===== config.mk =====
export PLATFORM = sky130hd
export DESIGN_NAME = adcsd_serial_out
export DESIGN_NICKNAME = d
export VERILOG_FILES = /design/src/rtl/adcsd_pkg.sv /design/src/rtl/adcsd_edge_if.sv /design/src/rtl/adcsd_serial_out.sv /design/src/rtl/adcsd_sync.sv
export VERILOG_INCLUDE_DIRS = /design/src /design/src/rtl
export SDC_FILE = /design/constraint.sdc
export NUM_CORES = 1
export LEC_CHECK = 0
export BUFFER_PORTS_ARGS = -buffer_cell sky130_fd_sc_hd__buf_2
export CAP_MARGIN = 20
export CORE_MARGIN = 2
export CORE_UTILIZATION = 40
export DETAILED_ROUTE_END_ITERATION = 6
export REMOVE_ABC_BUFFERS = 1
export SYNTH_ARGS = -nofsm -noshare
export SYNTH_HDL_FRONTEND = slang
export SYNTH_SLANG_ARGS = --single-unit

===== constraint.sdc =====
create_clock -name clk_sys -period 3.9 [get_ports clk_sys]
set_clock_uncertainty 0.05 [all_clocks]
set_input_delay 0.39 -clock clk_sys [delete_from_list [all_inputs] [get_ports clk_sys]]
set_output_delay 0.39 -clock clk_sys [all_outputs]
set_load 0.02 [all_outputs]

===== src/rtl/adcsd_regs.svh =====
// How it works
// RULE_01: Each converter's serial output feeds the next converter's chain input.
// RULE_02: The last converter's serial output drives the host's serial data input.
// RULE_03: In a cascade, bits shift onward on the external shift clock.
// RULE_04: Cascading uses the external shift clock only, never the internal one.
// RULE_05: Host reads all words during acquisition with a gated external clock.
// RULE_06: Acquisition lasts long enough to shift out every word in the chain.
// RULE_07: After a read, serial output equals chain input sampled at read start.
// RULE_08: The chain pass-through works with the external shift clock only, not with the internal one.
// RULE_09: Single converter, internal clock: after 12 bits, output holds the chain input level sampled at read start.
// RULE_10: One separator bit sits between words; grounded first chain input makes it zero. Code adds none: bit 13 is the first captured chain bit.
// RULE_11: Out-of-range inputs give full-scale codes, never wrapping.
// RULE_12: Serial output is enabled only with chip select low and read/convert high.
// RULE_13: External clock: MSB valid from first falling edge, LSB at the twelfth.
// RULE_14: One chain bit captured per clock; first appears at thirteenth falling edge.
// RULE_15: Host must not clock from 12 us after convert start until busy ends.
`ifndef ADCSD_REGS_SVH
`define ADCSD_REGS_SVH
`define ADCSD_RES_BITS      12
`define ADCSD_CODE_MAX      12'hFFF
`define ADCSD_CODE_MIN      12'h000
`define ADCSD_CLK_NS        40
`define ADCSD_INT_PERIOD_NS 840
`define ADCSD_INT_HALF      ((`ADCSD_INT_PERIOD_NS / `ADCSD_CLK_NS) / 2)
`endif


===== src/rtl/adcsd_pkg.sv =====
package adcsd_pkg;
  typedef enum logic [1:0] {
    ADCSD_IDLE,
    ADCSD_SHIFT,
    ADCSD_PASS
  } adcsd_state_t;
endpackage


===== src/rtl/adcsd_edge_if.sv =====
`timescale 1ns/100ps
interface adcsd_edge_if;
  logic level;
  logic rise;
  logic fall;
  modport src (output level, output rise, output fall);
  modport dst (input level, input rise, input fall);
endinterface


===== src/rtl/adcsd_serial_out.sv =====
`timescale 1ns/100ps
`include "adcsd_regs.svh"
module adcsd_serial_out (
  input  wire logic        clk_sys,              // System clock, 25 MHz
  input  wire logic        reset,                // Synchronous reset, active high
  input  wire logic [12:0] raw_result,           // Signed conversion result, may exceed range
  input  wire logic        result_load,          // Pulse: new conversion result ready
  input  wire logic        chip_select_n,        // Chip select, active low (pin)
  input  wire logic        read_convert,         // High selects read (pin)
  input  wire logic        clock_source_select,  // High: external shift clock (pin)
  input  wire logic        shift_clock_in,       // External shift clock (pin)
  input  wire logic        chain_in,             // Daisy-chain input (pin)
  output logic             shift_clock_out,      // Internal shift clock driven out
  output logic             shift_clock_oe_n,     // Low while shift clock is driven
  output logic             serial_result_pin,    // Serial result output
  output logic             serial_result_oe_n    // Low while serial output is driven
);
  adcsd_edge_if sck_ev ();
  adcsd_edge_if cs_ev ();
  adcsd_edge_if rc_ev ();
  adcsd_edge_if tag_ev ();
  adcsd_edge_if ext_ev ();

  adcsd_sync u_sck (.clk_sys(clk_sys), .reset(reset), .pin(shift_clock_in), .ev(sck_ev.src));
  adcsd_sync u_cs (.clk_sys(clk_sys), .reset(reset), .pin(chip_select_n), .ev(cs_ev.src));
  adcsd_sync u_rc (.clk_sys(clk_sys), .reset(reset), .pin(read_convert), .ev(rc_ev.src));
  adcsd_sync u_tag (.clk_sys(clk_sys), .reset(reset), .pin(chain_in), .ev(tag_ev.src));
  adcsd_sync u_ext (.clk_sys(clk_sys), .reset(reset), .pin(clock_source_select), .ev(ext_ev.src));

  adcsd_pkg::adcsd_state_t state_q;
  adcsd_pkg::adcsd_state_t state_d;
  logic [11:0] shreg_q;
  logic [11:0] shreg_d;
  logic [11:0] clamp_code;
  logic        pass_q;
  logic        pass_d;
  logic        dout_q;
  logic        dout_d;
  logic [3:0]  cnt_q;
  logic [3:0]  cnt_d;
  logic [7:0]  div_q;
  logic        iclk_q;
  logic        enabled;
  logic        ext_mode;
  logic        int_fall;
  logic        step;
  logic        start_rd;

  function automatic logic [11:0] adcsd_clamp(input logic [12:0] v);
    if (!v[12] && v[11])
      adcsd_clamp = `ADCSD_CODE_MAX;
    else if (v[12] && !v[11])
      adcsd_clamp = `ADCSD_CODE_MIN;
    else
      adcsd_clamp = {~v[11], v[10:0]};
  endfunction

  assign clamp_code = adcsd_clamp(raw_result);                       // see RULE_11
  assign enabled    = ~cs_ev.level & rc_ev.level;                    // see RULE_12
  assign ext_mode   = ext_ev.level;
  assign int_fall   = (div_q == 8'(`ADCSD_INT_HALF - 1)) & iclk_q;
  assign step       = enabled & (ext_mode ? sck_ev.fall : int_fall); // see RULE_03
  assign start_rd   = (state_q == adcsd_pkg::ADCSD_IDLE) & step;

  always_comb begin
    state_d = state_q;
    shreg_d = shreg_q;
    pass_d  = pass_q;
    dout_d  = dout_q;
    cnt_d   = cnt_q;
    if (result_load) begin
      shreg_d = clamp_code;
      state_d = adcsd_pkg::ADCSD_IDLE;
      cnt_d   = 4'h0;
    end else if (step) begin
      unique case (state_q)
        adcsd_pkg::ADCSD_IDLE: begin
          pass_d  = tag_ev.level;                                    // see RULE_07
          dout_d  = shreg_q[11];                                     // see RULE_13
          shreg_d = {shreg_q[10:0], tag_ev.level};                   // see RULE_14
          cnt_d   = 4'h1;
          state_d = adcsd_pkg::ADCSD_SHIFT;
        end
        adcsd_pkg::ADCSD_SHIFT: begin
          dout_d  = shreg_q[11];
          shreg_d = {shreg_q[10:0], tag_ev.level};                   // see RULE_14
          cnt_d   = cnt_q + 4'h1;
          if (cnt_q == 4'(`ADCSD_RES_BITS - 1))
            state_d = adcsd_pkg::ADCSD_PASS;
        end
        adcsd_pkg::ADCSD_PASS: begin
          // Ext: chained bits ripple; int: hold sampled level     see RULE_08
          dout_d  = ext_mode ? shreg_q[11] : pass_q;                 // see RULE_09 see RULE_10
          shreg_d = {shreg_q[10:0], tag_ev.level};
        end
      endcase
    end
  end

  always_ff @(posedge clk_sys) begin
    if (reset) begin
      state_q <= adcsd_pkg::ADCSD_IDLE;
      shreg_q <= 12'h000;
      pass_q  <= 1'b0;
      dout_q  <= 1'b0;
      cnt_q   <= 4'h0;
    end else begin
      state_q <= state_d;
      shreg_q <= shreg_d;
      pass_q  <= pass_d;
      dout_q  <= dout_d;
      cnt_q   <= cnt_d;
    end
  end

  // Internal shift clock divider, runs only while reading in internal mode
  always_ff @(posedge clk_sys) begin
    if (reset || ext_mode || !enabled) begin
      div_q  <= 8'h00;
      iclk_q <= 1'b0;
    end else if (div_q == 8'(`ADCSD_INT_HALF - 1)) begin
      div_q  <= 8'h00;
      iclk_q <= ~iclk_q;
    end else begin
      div_q <= div_q + 8'h01;
    end
  end

  assign shift_clock_out    = iclk_q;
  assign shift_clock_oe_n   = ext_mode | ~enabled;
  assign serial_result_pin  = (state_q == adcsd_pkg::ADCSD_IDLE) ? shreg_q[11] : dout_q;
  assign serial_result_oe_n = ~enabled;                              // see RULE_12
endmodule


===== src/rtl/adcsd_sync.sv =====
`timescale 1ns/100ps
module adcsd_sync (
  input  wire logic clk_sys,   // System clock
  input  wire logic reset,     // Synchronous reset
  input  wire logic pin,       // Asynchronous pin
  adcsd_edge_if.src ev         // Filtered level and edges
);
  logic s1_q;
  logic s2_q;
  logic s3_q;
  logic lvl_q;
  logic lvl_d;

  // Level changes once second and third stages agree
  assign lvl_d   = (s2_q == s3_q) ? s3_q : lvl_q;
  assign ev.level = lvl_q;
  assign ev.rise  = lvl_d & ~lvl_q;
  assign ev.fall  = ~lvl_d & lvl_q;

  always_ff @(posedge clk_sys) begin
    if (reset) begin
      s1_q  <= 1'b0;
      s2_q  <= 1'b0;
      s3_q  <= 1'b0;
      lvl_q <= 1'b0;
    end else begin
      s1_q  <= pin;
      s2_q  <= s1_q;
      s3_q  <= s2_q;
      lvl_q <= lvl_d;
    end
  end
endmodule


# Word-level counts from Yosys, hierarchy flattened
# Cells that the tools add are included.
# word_totals
elab_cells	81
reg_bits	49
# op_classes
n_eq_ne	10
reduce_logical	18
bitwise_logic	11
add_sub_neg	2
n_mux	13
# op_table
op	count
two-way mux 12 bit	5
adder 8 x 1 -> 8 bit (second input constant)	1
equality test 8 x 4 -> 1 bit (second input constant)	1
one-hot mux 4 bit (2 select lines)	1
NOT 1 bit	6
AND reduction 3 bit	2
OR reduction 2 bit	3
equality test 1 bit	5
adder 4 x 1 -> 4 bit (second input constant)	1
AND 1 bit	4
equality test 4 bit (second input constant)	1
two-way mux 1 bit	4
one-hot mux 2 bit (2 select lines)	1
AND reduction 2 bit	2
nonzero test 2 bit	2
zero test 1 bit	3
OR reduction 3 bit	1
equality test 2 x 1 -> 1 bit (second input constant)	1
equality test 2 bit (second input constant)	1
logical AND 1 bit	2
zero test 2 bit	1
logical OR 1 bit	2
two-way mux 2 bit	1
!= test 2 bit (second input constant)	1
other kinds (2)	2

# Longest topological paths before layout
# Gate-level depths: netlist of the first run.
# logic_depth
ltp_word	8
depth_mapped	8
mapped_depth_nobuf	6

# Modules after synthesis
# From an unflattened synthesis of the first run, not the netlist that was laid out.
# unflattened
cells_unflattened	239
hier_area_um2	2169.6
# by_module_without_submodules
module	area_per_inst_um2	seq_area_each_um2	cells_per_inst	instances
adcsd_serial_out	1531.5	580.6	174	1
adcsd_sync	127.6	80.1	13	5

# Worst setup path before layout of the first run
# Ideal clock, no wire load.
# synth_timing
path_type	reg2reg
from	register div_q[0]
to	register pass_q
t_required_ns	3.779
n_path_buf	0
path_slack_ns	2.166
arrival_time_ns	1.613
stages_incl_launch_ff	6
setup_time_ns	0.071
cell_sequence	dfxtp_1 > ha_1 > nor4b_4 > a21oi_1 > or4b_1 > a21oi_1
# synth_between
elab_chain_cells	5
# synth_rtl
item	line_no	source
start, declared	adcsd_serial_out.sv:41	logic [7:0] div_q;
start signal, assigned	adcsd_serial_out.sv:125	div_q <= div_q + 8'h01;
equality test 8 x 4 -> 1 bit	adcsd_serial_out.sv:61	assign int_fall = (div_q == 8'(`ADCSD_INT_HALF - 1)) & iclk_q;
AND 1 bit	adcsd_serial_out.sv:61	
two-way mux 1 bit	adcsd_serial_out.sv:62	assign step = enabled & (ext_mode ? sck_ev.fall : int_fall);
AND 1 bit	adcsd_serial_out.sv:62	
AND reduction 3 bit (no source line)	--	
end signal, assigned	adcsd_serial_out.sv:110	pass_q <= pass_d;
end, declared	adcsd_serial_out.sv:35	logic pass_q;
# No other way between the ends.
# A chain may end at the register's enable or synchronous reset.

# Worst setup path after layout of the first run
# layout_timing
from	register div_q[0]
to	register cnt_q[2]
# layout_between
elab_chain_cells	5
# layout_rtl
item	line_no	source
equality test 8 x 4 -> 1 bit	adcsd_serial_out.sv:61	
AND 1 bit	adcsd_serial_out.sv:61	
two-way mux 1 bit	adcsd_serial_out.sv:62	
AND 1 bit	adcsd_serial_out.sv:62	
AND reduction 2 bit (no source line)	--	
end signal, assigned	adcsd_serial_out.sv:112	cnt_q <= cnt_d;
end, declared	adcsd_serial_out.sv:39	logic [3:0] cnt_q;
# No other way between the ends.

==> metrics.log, run 1 <==
[metrics] number of standard cells after synthesis: 227
[metrics] number of vias in the routed layout: roughly 1700
[metrics] Remaining Overflow, GRT: 0
[metrics] buffers inserted during post-CTS setup optimization: 0
[metrics] clk_lat worst skew: around 0.3 ns
[metrics] total CTS buffers: 5
[metrics] FMAX: 0.493 GHz
[metrics] multi-input combinational cell area: between 0.001 and 0.0015 mm²
[metrics] peak supply drop: roughly 310 µV
[metrics] kind of start point of the critical path: register
[metrics] launch instance of the worst min-delay path: shift_clock_in
[metrics] CTS tree: built
[metrics] Remaining DRCs: 0
[metrics] cells taking the most area after synthesis: dfxtp_1 47%, a21oi_1 5.0%, nand3_1 4.5%
[metrics] period utilisation layout: 0.520
[metrics] count of clock tree sinks: 49
[metrics] share of final-layout standard cells stronger than drive strength 1: 0.159
[metrics] post-synthesis instance area: 0.00209 mm²
[metrics] count of hold-fix buffers inserted at cts: 0
[metrics] synthesis-to-finish area growth: 13.3%
[metrics] count of routing violations after the opening detailed-route iteration: 82
[metrics] worst min-delay path class: in2reg
[metrics] floorplan core area: 0.00507 mm²
[metrics] clock period minus worst slack: 2.03 ns
[metrics] Critical R2R Capture: cnt_q[2]$_SDFFE_PP0P_
[metrics] Static Leak: 0.823 nW
[metrics] synthesis-stage register bit count: about 50
[metrics] global-route wire length before repair: about 7000 µm
[metrics] class of the most critical setup path: reg2reg
[metrics] worst endpoint data arrival time: 2.18 ns
[metrics] Hold Crit Depth: 2
[metrics] sequential cell area in the final layout: 981 µm²
[metrics] crit path capture: cnt_q[2]$_SDFFE_PP0P_
[metrics] number of global-route vias before repair: between 1500 and 2000
[metrics] final weighted congestion in routability-driven placement: roughly 0.74
[metrics] filler cell count: 499
[metrics] result of the run: complete, no violations
[metrics] count of inserted antenna diode cells: 0
[metrics] worst slew slack as a fraction of its limit: 0.560
[metrics] Crit-path slowest cell: a21o_1
[metrics] ys flop type: dfxtp_1
[metrics] Top Ports: 25
[metrics] count of flip-flops with a built-in enable after synthesis: 0
[metrics] DIE HEIGHT: 76.3 µm
[metrics] Power Dens Cells: 403 mW/mm²
[metrics] die outline width: 76.3 µm
[metrics] setup repair after global routing missed its margin: no
[metrics] number of I/O port buffers: 24
[metrics] Tot Pwr: about 0.00095 W
[metrics] largest net degree at the start of global routing: 39
[metrics] total negative setup slack: 0 ns
[metrics] number of different library cells in the post-synthesis netlist: 40
[metrics] worst stage delay on the critical path: approximately 0.53 ns
[metrics] mean cell area of the mapped netlist: between 9 and 10 µm²
[metrics] portion of the post-synthesis area used by sequential elements: 0.469
[metrics] effective utilization at floorplan: 0.412
[metrics] number of synthesis warnings: 0
[metrics] Hold Vio Cnt, Final: 0
[metrics] maximum fanout encountered on the critical timing path: 18
[metrics] proportion of netlist area held by the largest area contributor: 0.469
[metrics] clock tree buffer depth: 2
[metrics] sum of net half-perimeters after detailed placement: approximately 2800 µm
[metrics] Total Nets Final: 269
[metrics] count of TritonRoute iterations in the first routing pass: 4
[metrics] Reg2Reg Launch Point: div_q[0]$_SDFF_PP0_
[metrics] worst slack at placement: 1.88 ns
[metrics] Setup crit start: div_q[0]$_SDFF_PP0_
[metrics] Final Worst Setup Slack: roughly 1.9 ns
[metrics] nature of the critical path endpoint: register
[metrics] Async SR Flop Fraction: 0
[metrics] antenna violations before repair: 0
[metrics] flop-to-flop setup slack: approximately 1.9 ns
[metrics] per-cell routed wire length: 12.8 µm
[metrics] aggregate routed wire length: a little over 4000 µm
[metrics] clock-pin slew on the worst setup and hold paths: around 0.10 ns
[metrics] Resized cells post-CTS: 0
[metrics] H-tree levels: 2
[metrics] total track usage: 0.146
[metrics] crit path cell chain: ha_1 > nor4b_4 > a21o_1 > o2111ai_1 > a32o_1
[metrics] endpoint required time on the critical path: slightly above 4 ns
[metrics] worst hold slack: 0.236 ns
[metrics] Root Driver: clkbuf_8
[metrics] Die Outline Area: approximately 0.0058 mm²
[metrics] Reg2Reg Depth: 5
[metrics] via density per instance: approximately 5.4
[metrics] antenna viol nets, final: 0
[metrics] cell taking the most area after synthesis: dfxtp_1
[metrics] total setup violations reported at the end of the flow: 0
[metrics] pin slew with the least headroom to its limit: between 0.6 and 0.7 ns
[metrics] number of core rows: 26
[metrics] total count of max-transition violations in the final report: 0
[metrics] total of max-cap violations: 0
worst max-delay path, delay by kind of cell (launching register included):
family                   cells  cell delay, ns
AO/OA/AOI/OAI                3            1.01
adder cells (fa/ha/maj)      1            0.18
flip-flops                   1            0.43
AND/OR/NAND/NOR              1            0.25
where the power goes:
group,total (W),internal (W),switching [W]
clock network,0.000377,0.000197,0.000181
logic,0.0000556,0.0000260,0.0000296
registers,0.000521,0.000514,0.00000670
total,0.000954,0.000737,0.000217
cells by family after synthesis:
kind of cell,after synthesis,share of synthesized area
AO/OA/AOI/OAI,57,0.182
XOR/XNOR,7,0.0293
adder cells (fa/ha/maj),12,0.0610
buffers and inverters,21,0.0395
flip-flops,49,0.469
multiplexers,2,0.0102
AND/OR/NAND/NOR,79,0.209
Yosys cell counts, types with 2 or more instances:
cell type / number
a21oi_1: 21
a21o_1: 2
nand2b_1: 2
a32oi_1: 9
a31oi_1: 4
buf_2: 3
xor2_1: 6
inv_1: 7
nor3_1: 4
o31ai_1: 2
or4_1: 2
nor2_1: 14
a211oi_1: 2
nand3_1: 19
dfxtp_1: 49
o21ai_0: 8
ha_1: 3
nand2_1: 12
a32o_1: 2
o311a_1: 3
nor2b_1: 15
maj3_1: 9
clkbuf_1: 10
and3_1: 2
a311oi_1: 2
state kept, by name (all words and copies together), names as in the netlist, 2 cells and up:
signal,count
state_q,2
shreg_q,12
cnt_q,4
div_q,8
per-layer routing:
layer / up-vias / global-route usage / routed length, µm
li1: 857 / - / -
met1: 799 / 0.190 / 1980
met2: 32 / 0.234 / 1820
met3: 5 / 0.0344 / 170
met4: 0 / 0.0582 / 65
met5: - / 0 / 0
how the worst min path moves through the flow:
| stage | slack (ns) | endpoint |
|---|---|---|
| 3_3_place_gp | 0.37 | u_cs.s2_q$_SDFF_PP0_ |
| 6_report | 0.24 | u_sck.s1_q$_SDFF_PP0_ |
| 3_5_place_dp | 0.38 | u_tag.s2_q$_SDFF_PP0_ |
| 4_1_cts | 0.23 | u_sck.s1_q$_SDFF_PP0_ |
| 5_1_grt | 0.23 | u_tag.s1_q$_SDFF_PP0_ |
| 2_1_floorplan | 0.36 | u_cs.s2_q$_SDFF_PP0_ |
layout make-up:
| class | count | share of cell area |
|---|---|---|
| Tap cell | 70 | 0.0370 |
| Multi-Input combinational cell | 157 | 0.434 |
| Inverter | 7 | 0.0111 |
| Clock buffer | 5 | 0.0290 |
| Sequential cell | 49 | 0.414 |
| Clock inverter | 3 | 0.0211 |
| Timing Repair Buffer | 25 | 0.0539 |
metrics by stage:
step / instance area, µm² / cells / util
5_1_grt: 2370 / 316 / 0.467
2_1_floorplan: 2040 / 213 / -
6_report: 2370 / 316 / 0.467
3_5_place_dp: 2250 / 308 / 0.444
3_3_place_gp: 2250 / 308 / 0.444
4_1_cts: 2370 / 316 / 0.467
cells in the final DEF, fill, tap and decap left out, types with 4 or more instances in the layout:
| cell | count |
|---|---|
| o21ai_0 | 8 |
| xor2_1 | 6 |
| a31oi_1 | 4 |
| a32oi_1 | 9 |
| nor2b_1 | 15 |
| nor2_1 | 14 |
| a21oi_1 | 21 |
| nand3_1 | 19 |
| nor3_1 | 4 |
| inv_1 | 7 |
| maj3_1 | 9 |
| dfxtp_1 | 49 |
| buf_2 | 24 |
| clkbuf_8 | 5 |
| nand2_1 | 12 |
No activity file was read; power rests on OpenSTA's default activity.
==> inputs of run 2 (changes only) <==
==> constraint.sdc (replaced) <==
create_clock -name clk_sys -period 2.02 [get_ports clk_sys]
set_clock_uncertainty 0.05 [all_clocks]
set_input_delay 0.202 -clock clk_sys [delete_from_list [all_inputs] [get_ports clk_sys]]
set_output_delay 0.202 -clock clk_sys [all_outputs]
set_load 0.02 [all_outputs]
==> run 2 against run 1 <==
Compared with the run above: first-iteration DRC count increased by 55%; via count decreased by 0.30%; highest routed layer unchanged; count of clock-buffer cells in the layout unchanged; maximum frequency increased by 11%; final cell count increased by 2.5%; clock power increased by 93%.
==> metrics.log, run 2 (same netlist as run 1, synthesis figures left out) <==
[metrics] result of the run: complete, no violations
[metrics] number of cells after detailed placement: 316
[metrics] endpoint required time on the critical path: 2.16 ns
[metrics] total count of max-transition violations in the final report: 0
[metrics] clock period minus worst slack: 1.82 ns
[metrics] H-tree levels: 2
[metrics] worst endpoint data arrival time: 1.97 ns
[metrics] period utilisation layout: 0.903
[metrics] count of routing violations after the opening detailed-route iteration: between 100 and 150
[metrics] total CTS buffers: 5
[metrics] antenna viol nets, final: 0
[metrics] count of inserted antenna diode cells: 0
[metrics] number of global-route vias before repair: about 1600
[metrics] DIE HEIGHT: ~76 µm
[metrics] count of TritonRoute iterations in the first routing pass: 4
[metrics] final weighted congestion in routability-driven placement: approximately 0.76
[metrics] register containing the most flip-flops in the final layout: shreg_q
[metrics] filler cell count: a little over 500
[metrics] Power Dens Cells: around 760 mW/mm²
[metrics] FMAX: 0.548 GHz
[metrics] Remaining Overflow, GRT: 0
[metrics] most frequent cells in the layout: 49 x dfxtp_1, 24 x buf_2, 20 x a21oi_1, 19 x nand3_1, 15 x nor2b_1
[metrics] worst min-delay path class: in2reg
[metrics] clock-pin slew on the worst setup and hold paths: approximately 0.1 ns
[metrics] class of the most critical setup path: reg2reg
[metrics] share of final-layout standard cells stronger than drive strength 1: 0.189
[metrics] total of max-cap violations: 0
[metrics] Root Driver: clkbuf_8
[metrics] antenna violations before repair: 0
[metrics] worst slack at placement: 0.165 ns
[metrics] maximum fanout encountered on the critical timing path: 11
[metrics] sum of net half-perimeters after detailed placement: about 2800 µm
[metrics] sequential cell area in the final layout: 981 µm²
[metrics] Hold Vio Cnt, Final: 0
[metrics] total setup violations reported at the end of the flow: 0
[metrics] clk_lat worst skew: about 0.30 ns
[metrics] Resized cells post-CTS: 0
[metrics] Max Used Layer: met4
[metrics] via density per instance: around 5.2
[metrics] Die Outline Area: between 0.005 and 0.006 mm²
[metrics] pin slew with the least headroom to its limit: roughly 0.4 ns
[metrics] die outline width: ~76 µm
[metrics] setup repair after global routing missed its margin: no
[metrics] Total Nets Final: approximately 280
[metrics] floorplan core area: about 0.005 mm²
[metrics] Top Ports: 25
[metrics] Regs by FF count: shreg_q: 12 flops, div_q: 8 flops, cnt_q: 4 flops
[metrics] aggregate routed wire length: 4060 µm
[metrics] per-cell routed wire length: ~13 µm
[metrics] effective utilization at floorplan: 0.412
[metrics] largest net degree at the start of global routing: 22
[metrics] peak supply drop: roughly 420 µV
[metrics] metal3 WL: 198 µm
[metrics] multi-input combinational cell area: ~0.0010 mm²
[metrics] kind of start point of the critical path: register
[metrics] Final Worst Setup Slack: approximately 0.2 ns
[metrics] number of core rows: 26
[metrics] met2 routed WL: about 1800 µm
[metrics] worst slew slack as a fraction of its limit: 0.735
[metrics] buffers inserted during post-CTS setup optimization: 0
[metrics] number of I/O port buffers: 24
[metrics] total track usage: 0.148
[metrics] count of hold-fix buffers inserted at cts: 0
[metrics] Remaining DRCs: 0
[metrics] global-route wire length before repair: 7130 µm
[metrics] synthesis-to-finish area growth: 16.3%
[metrics] Static Leak: around 0.86 nW
[metrics] number of vias in the routed layout: around 1700
[metrics] commonest non-fill, non-tap cell in the layout: dfxtp_1
[metrics] clock tree buffer depth: 2
[metrics] count of clock tree sinks: slightly below 50
[metrics] total negative setup slack: 0 ns
[metrics] CTS tree: built
[metrics] max reg flops: 12
[metrics] nature of the critical path endpoint: register
[metrics] M1 wire length: 2030 µm
[metrics] Post-Layout Cell Count: between 300 and 400
[run 2: critical path, stage by stage, from the launching register on]
cell       delay, ns
dfxtp_1         0.35
inv_1           0.06
ha_1            0.13
nor4b_4         0.28
a21o_1          0.39
o2111ai_1       0.17
a32o_1          0.28
[run 2: cell type report]
cell class                 count  share of cell area
sequential                    49               0.403
inverter                       7              0.0108
timing repair buffer          33              0.0772
tap                           70              0.0360
multi-input combinational    157               0.424
clock buffer                   5              0.0283
clock inverter                 3              0.0201
[run 2: per-layer routing]
metal,track usage,vias up
met3,0.0403,6
met5,0,-
met2,0.242,44
met1,0.189,764
met4,0.0455,0
li1,-,874
[run 2: worst paths after layout]
| check | start | cells after the start | to | slack, ns |
|---|---|---|---|---|
| min | shift_clock_in | 2 | u_sck.s1_q$_SDFF_PP0_ | 0.05 |
| min reg2reg | u_rc.s1_q$_SDFF_PP0_ | 1 | u_rc.s2_q$_SDFF_PP0_ | 0.39 |
| max reg2reg | div_q[1]$_SDFF_PP0_ | 6 | cnt_q[2]$_SDFFE_PP0P_ | 0.20 |
| max | div_q[1]$_SDFF_PP0_ | 6 | cnt_q[2]$_SDFFE_PP0P_ | 0.20 |
[run 2: metrics by stage]
stage | hold slack [ns] | power (W) | area [µm²] | util
after floorplan | 0.221 | 0.00108 | 2040 | -
after global placement | 0.360 | 0.00114 | 2310 | 0.455
after detailed placement | 0.365 | 0.00114 | 2310 | 0.455
after CTS | 0.0401 | 0.00186 | 2430 | 0.479
after global routing | 0.0534 | 0.00191 | 2430 | 0.479
final | 0.0506 | 0.00184 | 2430 | 0.479
[run 2: power breakdown]
part | leakage [nW] | internal [W] | switching, W | total [W]
sequential | 0.400 | 0.000993 | 0.0000125 | 0.00101
clock | 0.0563 | 0.000377 | 0.000351 | 0.000728
combinational | 0.406 | 0.0000518 | 0.0000570 | 0.000109
total | 0.862 | 0.00142 | 0.000420 | 0.00184
